$ cat src/common/cfg_image_pkg.sv
/*
 * constants and carrier types for the configuration image decoder.
 * assumes a single synchronous clock domain and a host that presents
 * the whole ten-word output image with one strobe per network cycle.
 */
package cfg_image_pkg;

    localparam int unsigned WORD_W      = 16;
    localparam int unsigned IMAGE_WORDS = 10;   // twenty bytes each way
    localparam int unsigned IMAGE_BYTES = 20;

    // word indices of the configuration layout
    localparam int unsigned W_CTRL_A    = 0;
    localparam int unsigned W_CTRL_B    = 1;
    localparam int unsigned W_SPD_UP    = 2;
    localparam int unsigned W_SPD_LO    = 3;
    localparam int unsigned W_STEPS     = 4;
    localparam int unsigned W_RSVD5     = 5;
    localparam int unsigned W_ENC       = 6;
    localparam int unsigned W_IDLE      = 7;
    localparam int unsigned W_CURR      = 8;
    localparam int unsigned W_RSVD9     = 9;

    // bit positions
    localparam int unsigned B_MODE_SEL  = 15;  // word 0: 1 config, 0 command
    localparam int unsigned B_OUT_FMT   = 0;   // word 1: binary output format
    localparam int unsigned B_IN_FMT    = 1;   // word 1: binary input format
    localparam int unsigned B_ENDIAN    = 2;   // word 1: big-endian order
    localparam int unsigned B_DRV_EN    = 0;   // command word 0: driver enable

    // ranges
    localparam int          SPD_MIN     = 1;
    localparam int          SPD_MAX     = 1999999;
    localparam int          STEPS_MIN   = 200;
    localparam int          STEPS_MAX   = 32767;
    localparam int          IDLE_MAX    = 100;
    localparam int          CURR_MIN    = 1;
    localparam int          CURR_MAX    = 20;
    localparam int          ENC_1K      = 1024;
    localparam int          ENC_2K      = 2048;
    localparam int          ENC_4K      = 4096;
    localparam int          MW_SCALE    = 1000;
    localparam int          MW_MIN      = -32768000;
    localparam int          MW_MAX      = 32767999;

    // reset values
    localparam logic [WORD_W-1:0] RST_WORD = 16'h0000;

    typedef logic [IMAGE_WORDS-1:0][WORD_W-1:0] image_t;

    typedef enum logic [1:0] {
        FMT_MULTI  = 2'b00,
        FMT_BIN_LE = 2'b01,
        FMT_BIN_BE = 2'b11
    } wide_fmt_t;

    typedef struct packed {
        logic                use_bin_out;
        logic                use_bin_in;
        logic                big_endian;
        logic [WORD_W-1:0]   ctrl_a;
        logic [WORD_W-1:0]   ctrl_b;
        logic [31:0]         start_speed;
        logic [WORD_W-1:0]   steps_per_rev;
        logic [WORD_W-1:0]   encoder_counts;
        logic [WORD_W-1:0]   idle_pct;
        logic [WORD_W-1:0]   run_current;
    } cfg_t;

    typedef enum logic [1:0] {
        ST_BOOT    = 2'b00,
        ST_COMMAND = 2'b01,
        ST_CONFIG  = 2'b11
    } op_state_t;

endpackage : cfg_image_pkg

$ cat src/verilog/cfg_image_decoder.sv
/*
 * decodes the host output image: selects configuration or command
 * operation, validates and holds the volatile configuration, commits it
 * to nonvolatile storage on request, and converts wide values between
 * the thousands-based two-word form and signed 32-bit words.
 * assumes image words and strobes come from logic on clk_sys; the
 * nonvolatile store sits outside and answers on nv_* ports.
 */
`timescale 1ns/100ps

module cfg_image_decoder
    import cfg_image_pkg::*;
(
    input  wire logic                    clk_sys,
    input  wire logic                    rst,
    input  wire cfg_image_pkg::image_t   out_image,
    input  wire logic                    image_valid,
    input  wire logic                    store_req,
    input  wire logic                    abs_encoder,
    input  wire logic                    nv_present,
    input  wire cfg_image_pkg::cfg_t     nv_cfg,
    input  wire logic [31:0]             motor_pos,
    input  wire logic [31:0]             encoder_pos,
    input  wire logic [31:0]             capture_pos,
    output logic                         config_mode,
    output logic                         driver_enable,
    output logic                         cfg_valid,
    output logic                         cfg_reject,
    output logic                         nv_write,
    output cfg_image_pkg::cfg_t          cfg_out,
    output logic [31:0]                  target_pos,
    output logic [31:0]                  prog_speed,
    output logic [31:0]                  stop_dist,
    output cfg_image_pkg::image_t        in_image
);
    import cfg_image_pkg::*;

    // ****************************************************************
    // conversion helpers
    // ****************************************************************

    // two-word value: both words carry the sign, so a plain signed sum
    function automatic logic [31:0] mw_join(input logic [15:0] hi,
                                            input logic [15:0] lo);
        logic signed [31:0] h;
        logic signed [31:0] l;
        h = 32'(signed'(hi));
        l = 32'(signed'(lo));
        return 32'(h * MW_SCALE + l);
    endfunction : mw_join

    function automatic logic [31:0] wide_in(input logic [15:0] w0,
                                            input logic [15:0] w1,
                                            input logic        bin,
                                            input logic        be);
        if (!bin) begin
            return mw_join(w0, w1);
        end
        return be ? {w0, w1} : {w1, w0};
    endfunction : wide_in

    // out-of-span values are not clamped: the words are indeterminate
    // by contract, and clamping would hide wrap in continuous rotation
    function automatic logic [31:0] wide_out(input logic [31:0] v,
                                             input logic        bin,
                                             input logic        be);
        logic signed [31:0] s;
        logic signed [31:0] q;
        logic signed [31:0] r;
        s = signed'(v);
        q = s / MW_SCALE;
        r = s - q * MW_SCALE;
        if (!bin) begin
            return {q[15:0], r[15:0]};
        end
        return be ? v : {v[15:0], v[31:16]};
    endfunction : wide_out

    // ****************************************************************
    // validation of the configuration image
    // ****************************************************************

    logic [31:0] spd_nxt;
    logic        spd_ok;
    logic        steps_ok;
    logic        enc_ok;
    logic        idle_ok;
    logic        curr_ok;
    logic        rsvd_ok;
    logic        image_ok;
    logic        use_enc;
    logic [15:0] enc_w;

    assign spd_nxt  = mw_join(out_image[W_SPD_UP], out_image[W_SPD_LO]);
    assign spd_ok   = signed'(spd_nxt) >= SPD_MIN
                   && signed'(spd_nxt) <= SPD_MAX;
    assign steps_ok = out_image[W_STEPS] >= 16'(STEPS_MIN)
                   && out_image[W_STEPS] <= 16'(STEPS_MAX);
    assign use_enc  = out_image[W_CTRL_A][10];
    assign enc_w    = out_image[W_ENC];
    assign enc_ok   = !use_enc
                   || (abs_encoder ? enc_w == 16'(ENC_2K)
                       : (enc_w == 16'(ENC_1K) || enc_w == 16'(ENC_2K)
                          || enc_w == 16'(ENC_4K)));
    assign idle_ok  = out_image[W_IDLE] <= 16'(IDLE_MAX);
    assign curr_ok  = out_image[W_CURR] >= 16'(CURR_MIN)
                   && out_image[W_CURR] <= 16'(CURR_MAX);
    assign rsvd_ok  = out_image[W_RSVD5] == RST_WORD
                   && out_image[W_RSVD9] == RST_WORD;
    assign image_ok = spd_ok && steps_ok && enc_ok && idle_ok
                   && curr_ok && rsvd_ok;

    // ****************************************************************
    // operation state
    // ****************************************************************

    op_state_t state_r;
    logic      cfg_sel;

    assign cfg_sel = out_image[W_CTRL_A][B_MODE_SEL];

    always_ff @(posedge clk_sys) begin
        if (rst) begin
            state_r <= ST_BOOT;
        end else begin
            unique case (state_r)
                ST_BOOT: begin
                    state_r <= ST_COMMAND;
                end
                ST_COMMAND: begin
                    if (image_valid && cfg_sel) begin
                        state_r <= ST_CONFIG;
                    end
                end
                ST_CONFIG: begin
                    if (image_valid && !cfg_sel) begin
                        state_r <= ST_COMMAND;
                    end
                end
                default: begin
                    state_r <= ST_BOOT;
                end
            endcase
        end
    end

    // a taken image moves the flag at the same edge as the state, so the
    // mode answer never lags a command image by a cycle
    always_ff @(posedge clk_sys) begin
        if (rst) begin
            config_mode <= 1'b0;
        end else if (state_r != ST_BOOT && image_valid) begin
            config_mode <= cfg_sel;
        end else begin
            config_mode <= state_r == ST_CONFIG;
        end
    end

    // ****************************************************************
    // volatile configuration and store
    // ****************************************************************

    // the held copy is RAM-like: it is lost with power and only reaches
    // nonvolatile storage through the store request
    logic boot_load;
    logic cfg_take;

    assign boot_load = state_r == ST_BOOT && nv_present;
    assign cfg_take  = image_valid && cfg_sel && state_r != ST_BOOT;

    // refusal reflects only the latest configuration image
    always_ff @(posedge clk_sys) begin
        if (rst) begin
            cfg_reject <= 1'b0;
        end else if (cfg_take) begin
            cfg_reject <= !image_ok;
        end
    end

    always_ff @(posedge clk_sys) begin
        if (rst) begin
            cfg_valid <= 1'b0;
        end else if (boot_load || (cfg_take && image_ok)) begin
            cfg_valid <= 1'b1;
        end
    end

    always_ff @(posedge clk_sys) begin
        if (rst) begin
            cfg_out <= '0;
        end else if (boot_load) begin
            cfg_out <= nv_cfg;
        end else if (cfg_take && image_ok) begin
            cfg_out.ctrl_a         <= out_image[W_CTRL_A];
            cfg_out.ctrl_b         <= out_image[W_CTRL_B];
            cfg_out.use_bin_out    <= out_image[W_CTRL_B][B_OUT_FMT];
            cfg_out.use_bin_in     <= out_image[W_CTRL_B][B_IN_FMT];
            cfg_out.big_endian     <= out_image[W_CTRL_B][B_ENDIAN];
            cfg_out.start_speed    <= spd_nxt;
            cfg_out.steps_per_rev  <= out_image[W_STEPS];
            cfg_out.encoder_counts <= out_image[W_ENC];
            cfg_out.idle_pct       <= out_image[W_IDLE];
            cfg_out.run_current    <= out_image[W_CURR];
        end
    end

    always_ff @(posedge clk_sys) begin
        if (rst) begin
            nv_write <= 1'b0;
        end else begin
            nv_write <= store_req && cfg_valid && state_r != ST_BOOT;
        end
    end

    // ****************************************************************
    // command data and driver enable
    // ****************************************************************

    logic cmd_take;
    assign cmd_take = image_valid && !cfg_sel && state_r != ST_BOOT;

    always_ff @(posedge clk_sys) begin
        if (rst) begin
            driver_enable <= 1'b0;
        end else if (cmd_take) begin
            driver_enable <= out_image[W_CTRL_A][B_DRV_EN]
                          && cfg_valid;
        end
    end

    // host-written wide parameters use the output-format bit; entry k
    // sits in command words 2k+2 and 2k+3 (target, speed, stop distance)
    logic [31:0] cmd_wide_r [3];

    for (genvar k = 0; k < 3; k++) begin : g_cmd_wide
        always_ff @(posedge clk_sys) begin
            if (rst) begin
                cmd_wide_r[k] <= '0;
            end else if (cmd_take) begin
                cmd_wide_r[k] <= wide_in(out_image[2*k+2],
                                         out_image[2*k+3],
                                         cfg_out.use_bin_out,
                                         cfg_out.big_endian);
            end
        end
    end

    assign target_pos = cmd_wide_r[0];
    assign prog_speed = cmd_wide_r[1];
    assign stop_dist  = cmd_wide_r[2];

    // ****************************************************************
    // returned image
    // ****************************************************************

    logic [31:0] pos_in [3];
    logic [31:0] pos_w  [3];

    assign pos_in[0] = motor_pos;
    assign pos_in[1] = encoder_pos;
    assign pos_in[2] = capture_pos;

    // one converter per returned position: motor, encoder, capture
    for (genvar k = 0; k < 3; k++) begin : g_ret_wide
        assign pos_w[k] = wide_out(pos_in[k], cfg_out.use_bin_in,
                                   cfg_out.big_endian);
    end

    // entry k returns in words 2k+2 (first) and 2k+3 (second)
    always_ff @(posedge clk_sys) begin
        if (rst) begin
            in_image <= '0;
        end else begin
            in_image    <= '0;
            in_image[0] <= {config_mode, driver_enable, cfg_valid,
                            cfg_reject, 12'h000};
            for (int k = 0; k < 3; k++) begin
                in_image[2*k+2] <= pos_w[k][31:16];
                in_image[2*k+3] <= pos_w[k][15:0];
            end
        end
    end

endmodule : cfg_image_decoder
$ cat config.mk
export PLATFORM = sky130hd
export DESIGN_NAME = cfg_image_decoder
export DESIGN_NICKNAME = d
export VERILOG_FILES = /design/src/common/cfg_image_pkg.sv /design/src/verilog/cfg_image_decoder.sv
export SDC_FILE = /design/constraint.sdc
export NUM_CORES = 2
export LEC_CHECK = 0
export BUFFER_PORTS_ARGS = -buffer_cell sky130_fd_sc_hd__buf_2
export CORE_ASPECT_RATIO = 0.6
export CORE_MARGIN = 10
export CORE_UTILIZATION = 30
export CTS_CLUSTER_SIZE = 14
export DETAILED_ROUTE_END_ITERATION = 10
export PLACE_DENSITY = 0.52
export SYNTH_ARGS = -nofsm -noshare
export SYNTH_HDL_FRONTEND = slang
export SYNTH_SLANG_ARGS = --single-unit
$ cat constraint.sdc
create_clock -name clk_sys -period 37.2 [get_ports clk_sys]
set_input_delay 7.44 -clock clk_sys [delete_from_list [all_inputs] [get_ports clk_sys]]
set_output_delay 7.44 -clock clk_sys [all_outputs]
set_load 0.05 [all_outputs]
==> summary.md <==
| Metric | Value |
|---|---|
| Worst Path Arrival | `around 36 ns` |
| Simple-gate portion of the synthesized area | `roughly a fifth` |
| Post-synthesis xor/xnor area fraction | `between 8 and 9%` |
| Worst Skew | `0.0802 ns` |
| Root Buffer | `clkbuf_16` |
| Slew @ Worst Pin | `approximately 1.1 ns` |
| Mapped Cells | `6752` |
| Drt first-iter violations | `between 5000 and 6000` |
| Max_slew headroom | `~25%` |
| H-tree levels | `2` |
| Vias per std cell | `between 5 and 6` |
| Gr ovfl total | `0` |
| Min-Delay Path Depth | `1` |
| Global-route wire length before repair | `approximately 350 mm` |
| Max Fclk | `28.5 MHz` |
| Largest family of logic cells by synthesized area | `compound AO/OA/AOI/OAI gates` |
| Core Rows | `120` |
| Status | `complete, no violations` |
| Reg2reg setup slack | `between 30 and 40 ns` |
| I/O Buffers | `between 700 and 800` |
| Routability cong. | `between 0.9 and 1` |
| DRC errors left | `0` |
| Detail Placement HPWL | `between 200 and 250 mm` |
| Post-DR wirelength/cell | `about 25 um` |
| Largest net degree at the start of global routing | `93` |
| Worst Reg-to-Reg Cells | `13` |
| CP Launch Type | `input pin` |
| Critical Path RT | `about 38 ns` |
| DR pass1 iterations | `6` |
| Die Area | `just under 200000 um2` |
| Crit Reg-Reg Startpoint | `state_r[0]` |
| Post-synth ARST share | `0%` |
| Post-synthesis sequential area ratio | `between 10 and 15%` |
| EDFF count, synth | `96` |
| Final setup fails | `0` |
| Final period util | `a little over nine tenths` |
| Worst-Skew Late Latency | `~0.70 ns` |
| I/O pin count | `just under 800` |
| Slew Viols, Final | `0` |
| DIE HEIGHT | `about 350 um` |
| CTS Buffer Depth | `3` |
| Core Area | `179000 um2` |
| Initial antenna violation count | `48` |
| Vias | `about 55000` |
| Critical path's slowest cell | `a2111oi_2` |
| Synthesis-to-finish area growth | `13.4%` |
| Hold Path Class | `flip-flop to flip-flop` |
| Setup tns final | `0 ns` |
| Post-synthesis mux area share | `between 7 and 8%` |
| Vias in the first global route | `around 50000` |
| CTS Sinks | `between 300 and 400` |
| Syn. warnings | `0` |
| RR Endpoint | `cfg_out[116]` |
| Max-cap violations | `0` |
| Worst-path clk slew | `~0.070 ns` |
| # hold bufs at CTS | `0` |
| CP endpoint kind | `flip-flop` |
| Horiz. Die Dim | `between 500 and 600 um` |
| Final core occ | `approximately a third` |
| Initial Utilization | `a little under a third` |
| Total GRT Usage | `23.0%` |
| Ratio of cells with drive above 1 in the final layout | `roughly 16%` |
| DRT antenna net count | `0` |
| Adder-Cell Fraction of Synth Area | `about 19%` |
| Mapped Area | `around 54000 um2` |
| CP Class | `input pin to flip-flop` |
| Hold Violations, Final | `0` |
| Post-layout minimum cycle time | `35.07 ns` |
| CTS tree | `yes` |
| Worst Hold Path EP | `state_r[0]` |
| Nets | `around 8300` |
| TritonCTS Buffers | `43` |
| Ys flop type | `dfxtp_1` |
| Yosys cell types | `roughly 150` |
| Crit-path max cell delay | `0.81 ns` |
| #FFs+latches synth | `334` |
| RSZ-0062 raised after global routing | `false` |
| Syn Area/Cell | `~8 um2` |
| Hold Crit Start | `state_r[1]` |
| Total Wirelength | `around 240 mm` |
| Critical Path Fanout Max | `22` |
| Fraction of the mapped netlist area in compound gates | `roughly a quarter` |
## metal layers
layer | vias to the layer above | track usage [%] | wire length (um)
li1 | 25700 | - | -
met2 | 2107 | 31.8 | 96300
met3 | 212 | 3.46 | 17200
met5 | - | 0 | 64
met4 | 10 | 4.77 | 5270
met1 | 27000 | 36.6 | 123000
## placed cells by master (no fill, tap or decap), types with 36 or more instances in the layout
| cell type | count |
|---|---|
| nor4_1 | 64 |
| nand2b_1 | 89 |
| and2_1 | 85 |
| a21oi_1 | 443 |
| edfxtp_1 | 96 |
| a31oi_1 | 67 |
| clkbuf_16 | 44 |
| o31ai_1 | 62 |
| and3_1 | 51 |
| conb_1 | 60 |
| mux2i_1 | 294 |
| xnor2_1 | 376 |
| nor2b_1 | 38 |
| mux2_2 | 64 |
| dfxtp_1 | 235 |
| a21o_1 | 53 |
| inv_1 | 455 |
| ha_1 | 410 |
| xor2_1 | 131 |
| nand4_1 | 57 |
| o21ai_1 | 50 |
| buf_4 | 50 |
| nand2_1 | 494 |
| or3_1 | 92 |
| fa_1 | 259 |
| or2_2 | 36 |
| o21ai_0 | 283 |
| o21bai_1 | 71 |
| a211oi_1 | 240 |
| buf_2 | 723 |
| o211ai_1 | 108 |
| nor3_1 | 142 |
| o21a_1 | 55 |
| nand3b_1 | 40 |
| nor2_1 | 581 |
| nand3_1 | 135 |
## flip-flops by register name, indices dropped and copies added (netlist names)
register,flops
cmd_wide_r,96
state_r,2
driver_enable,1
config_mode,1
cfg_valid,1
in_image,100
cfg_reject,1
nv_write,1
cfg_out,131
## layout make-up
cell class / count / area (um2)
flip-flops and latches: 334 / 7660
repair buffers: 774 / 4010
clock inverters: 28 / 308
clock buffers: 51 / 1160
well taps: 2379 / 2980
diodes: 28 / 70.1
inverters: 459 / 1720
multi-input cells: 5655 / 43600
fillers: 18900 / 117000
## synth_stat cells, drive strengths merged (135+ instances only)
master,number,area share (%)
a211oi,250,3.6
a21oi,459,4.3
clkbuf,231,1.6
dfxtp,238,8.8
fa,259,9.6
ha,410,9.5
inv,458,3.2
mux2i,298,5.5
nand2,498,3.5
nand3,137,1.3
nor2,583,4.1
nor3,150,1.5
o21ai,343,3.2
xnor2,385,6.3
xor2,135,2.2
## timing repair
item	in CTS	in global routing
resized for setup	0	24
buffers inserted	0	1
setup endpoints to repair	0	14
hold endpoints to repair	0	0
## how the worst max path moves through the flow
stage	depth (start not counted)	slack [ns]	end	start
after floorplan	94	6.49	in_image[63]	motor_pos[4]
after global placement	87	0.82	in_image[127]	capture_pos[19]
after detailed placement	90	0.70	in_image[95]	encoder_pos[4]
after CTS	88	1.26	in_image[127]	capture_pos[19]
after global routing	88	0.02	in_image[127]	capture_pos[11]
final	90	2.13	in_image[95]	encoder_pos[4]
## critical path, delay by kind of cell
family,cells,cell delay [ns]
adders and majority gates,7,2.78
and+or+nand+nor,18,6.33
muxes,5,1.59
AOI/OAI and AO/OA,41,13.46
xor gates and xnor gates,11,2.79
buffers and inverters,8,1.17
## cells by family (layout without fill, tap and decap cells)
| logic type | Yosys count | after routing |
|---|---|---|
| simple gates | 2043 | 2043 |
| compound gates | 1975 | 1975 |
| buf+inv | 822 | 1312 |
| fa+ha+maj | 686 | 686 |
| xor+xnor | 521 | 521 |
| mux | 370 | 370 |
| flops | 334 | 334 |
| other cells | 1 | 88 |
## through the flow
stage | cells | setup WS, ns | hold WS, ns | instance area (um2)
final | 9708 | 2.13 | 0.418 | 61500
after floorplan | 6811 | 6.49 | 0.447 | 54500
after global routing | 9693 | 0.0174 | 0.467 | 61500
after global placement | 9600 | 0.824 | 0.470 | 59800
after detailed placement | 9600 | 0.705 | 0.470 | 59800
after CTS | 9679 | 1.26 | 0.426 | 61300
Power is not shown: default switching activity piles up to over one toggle a cycle in this logic, so the estimate is an artifact.
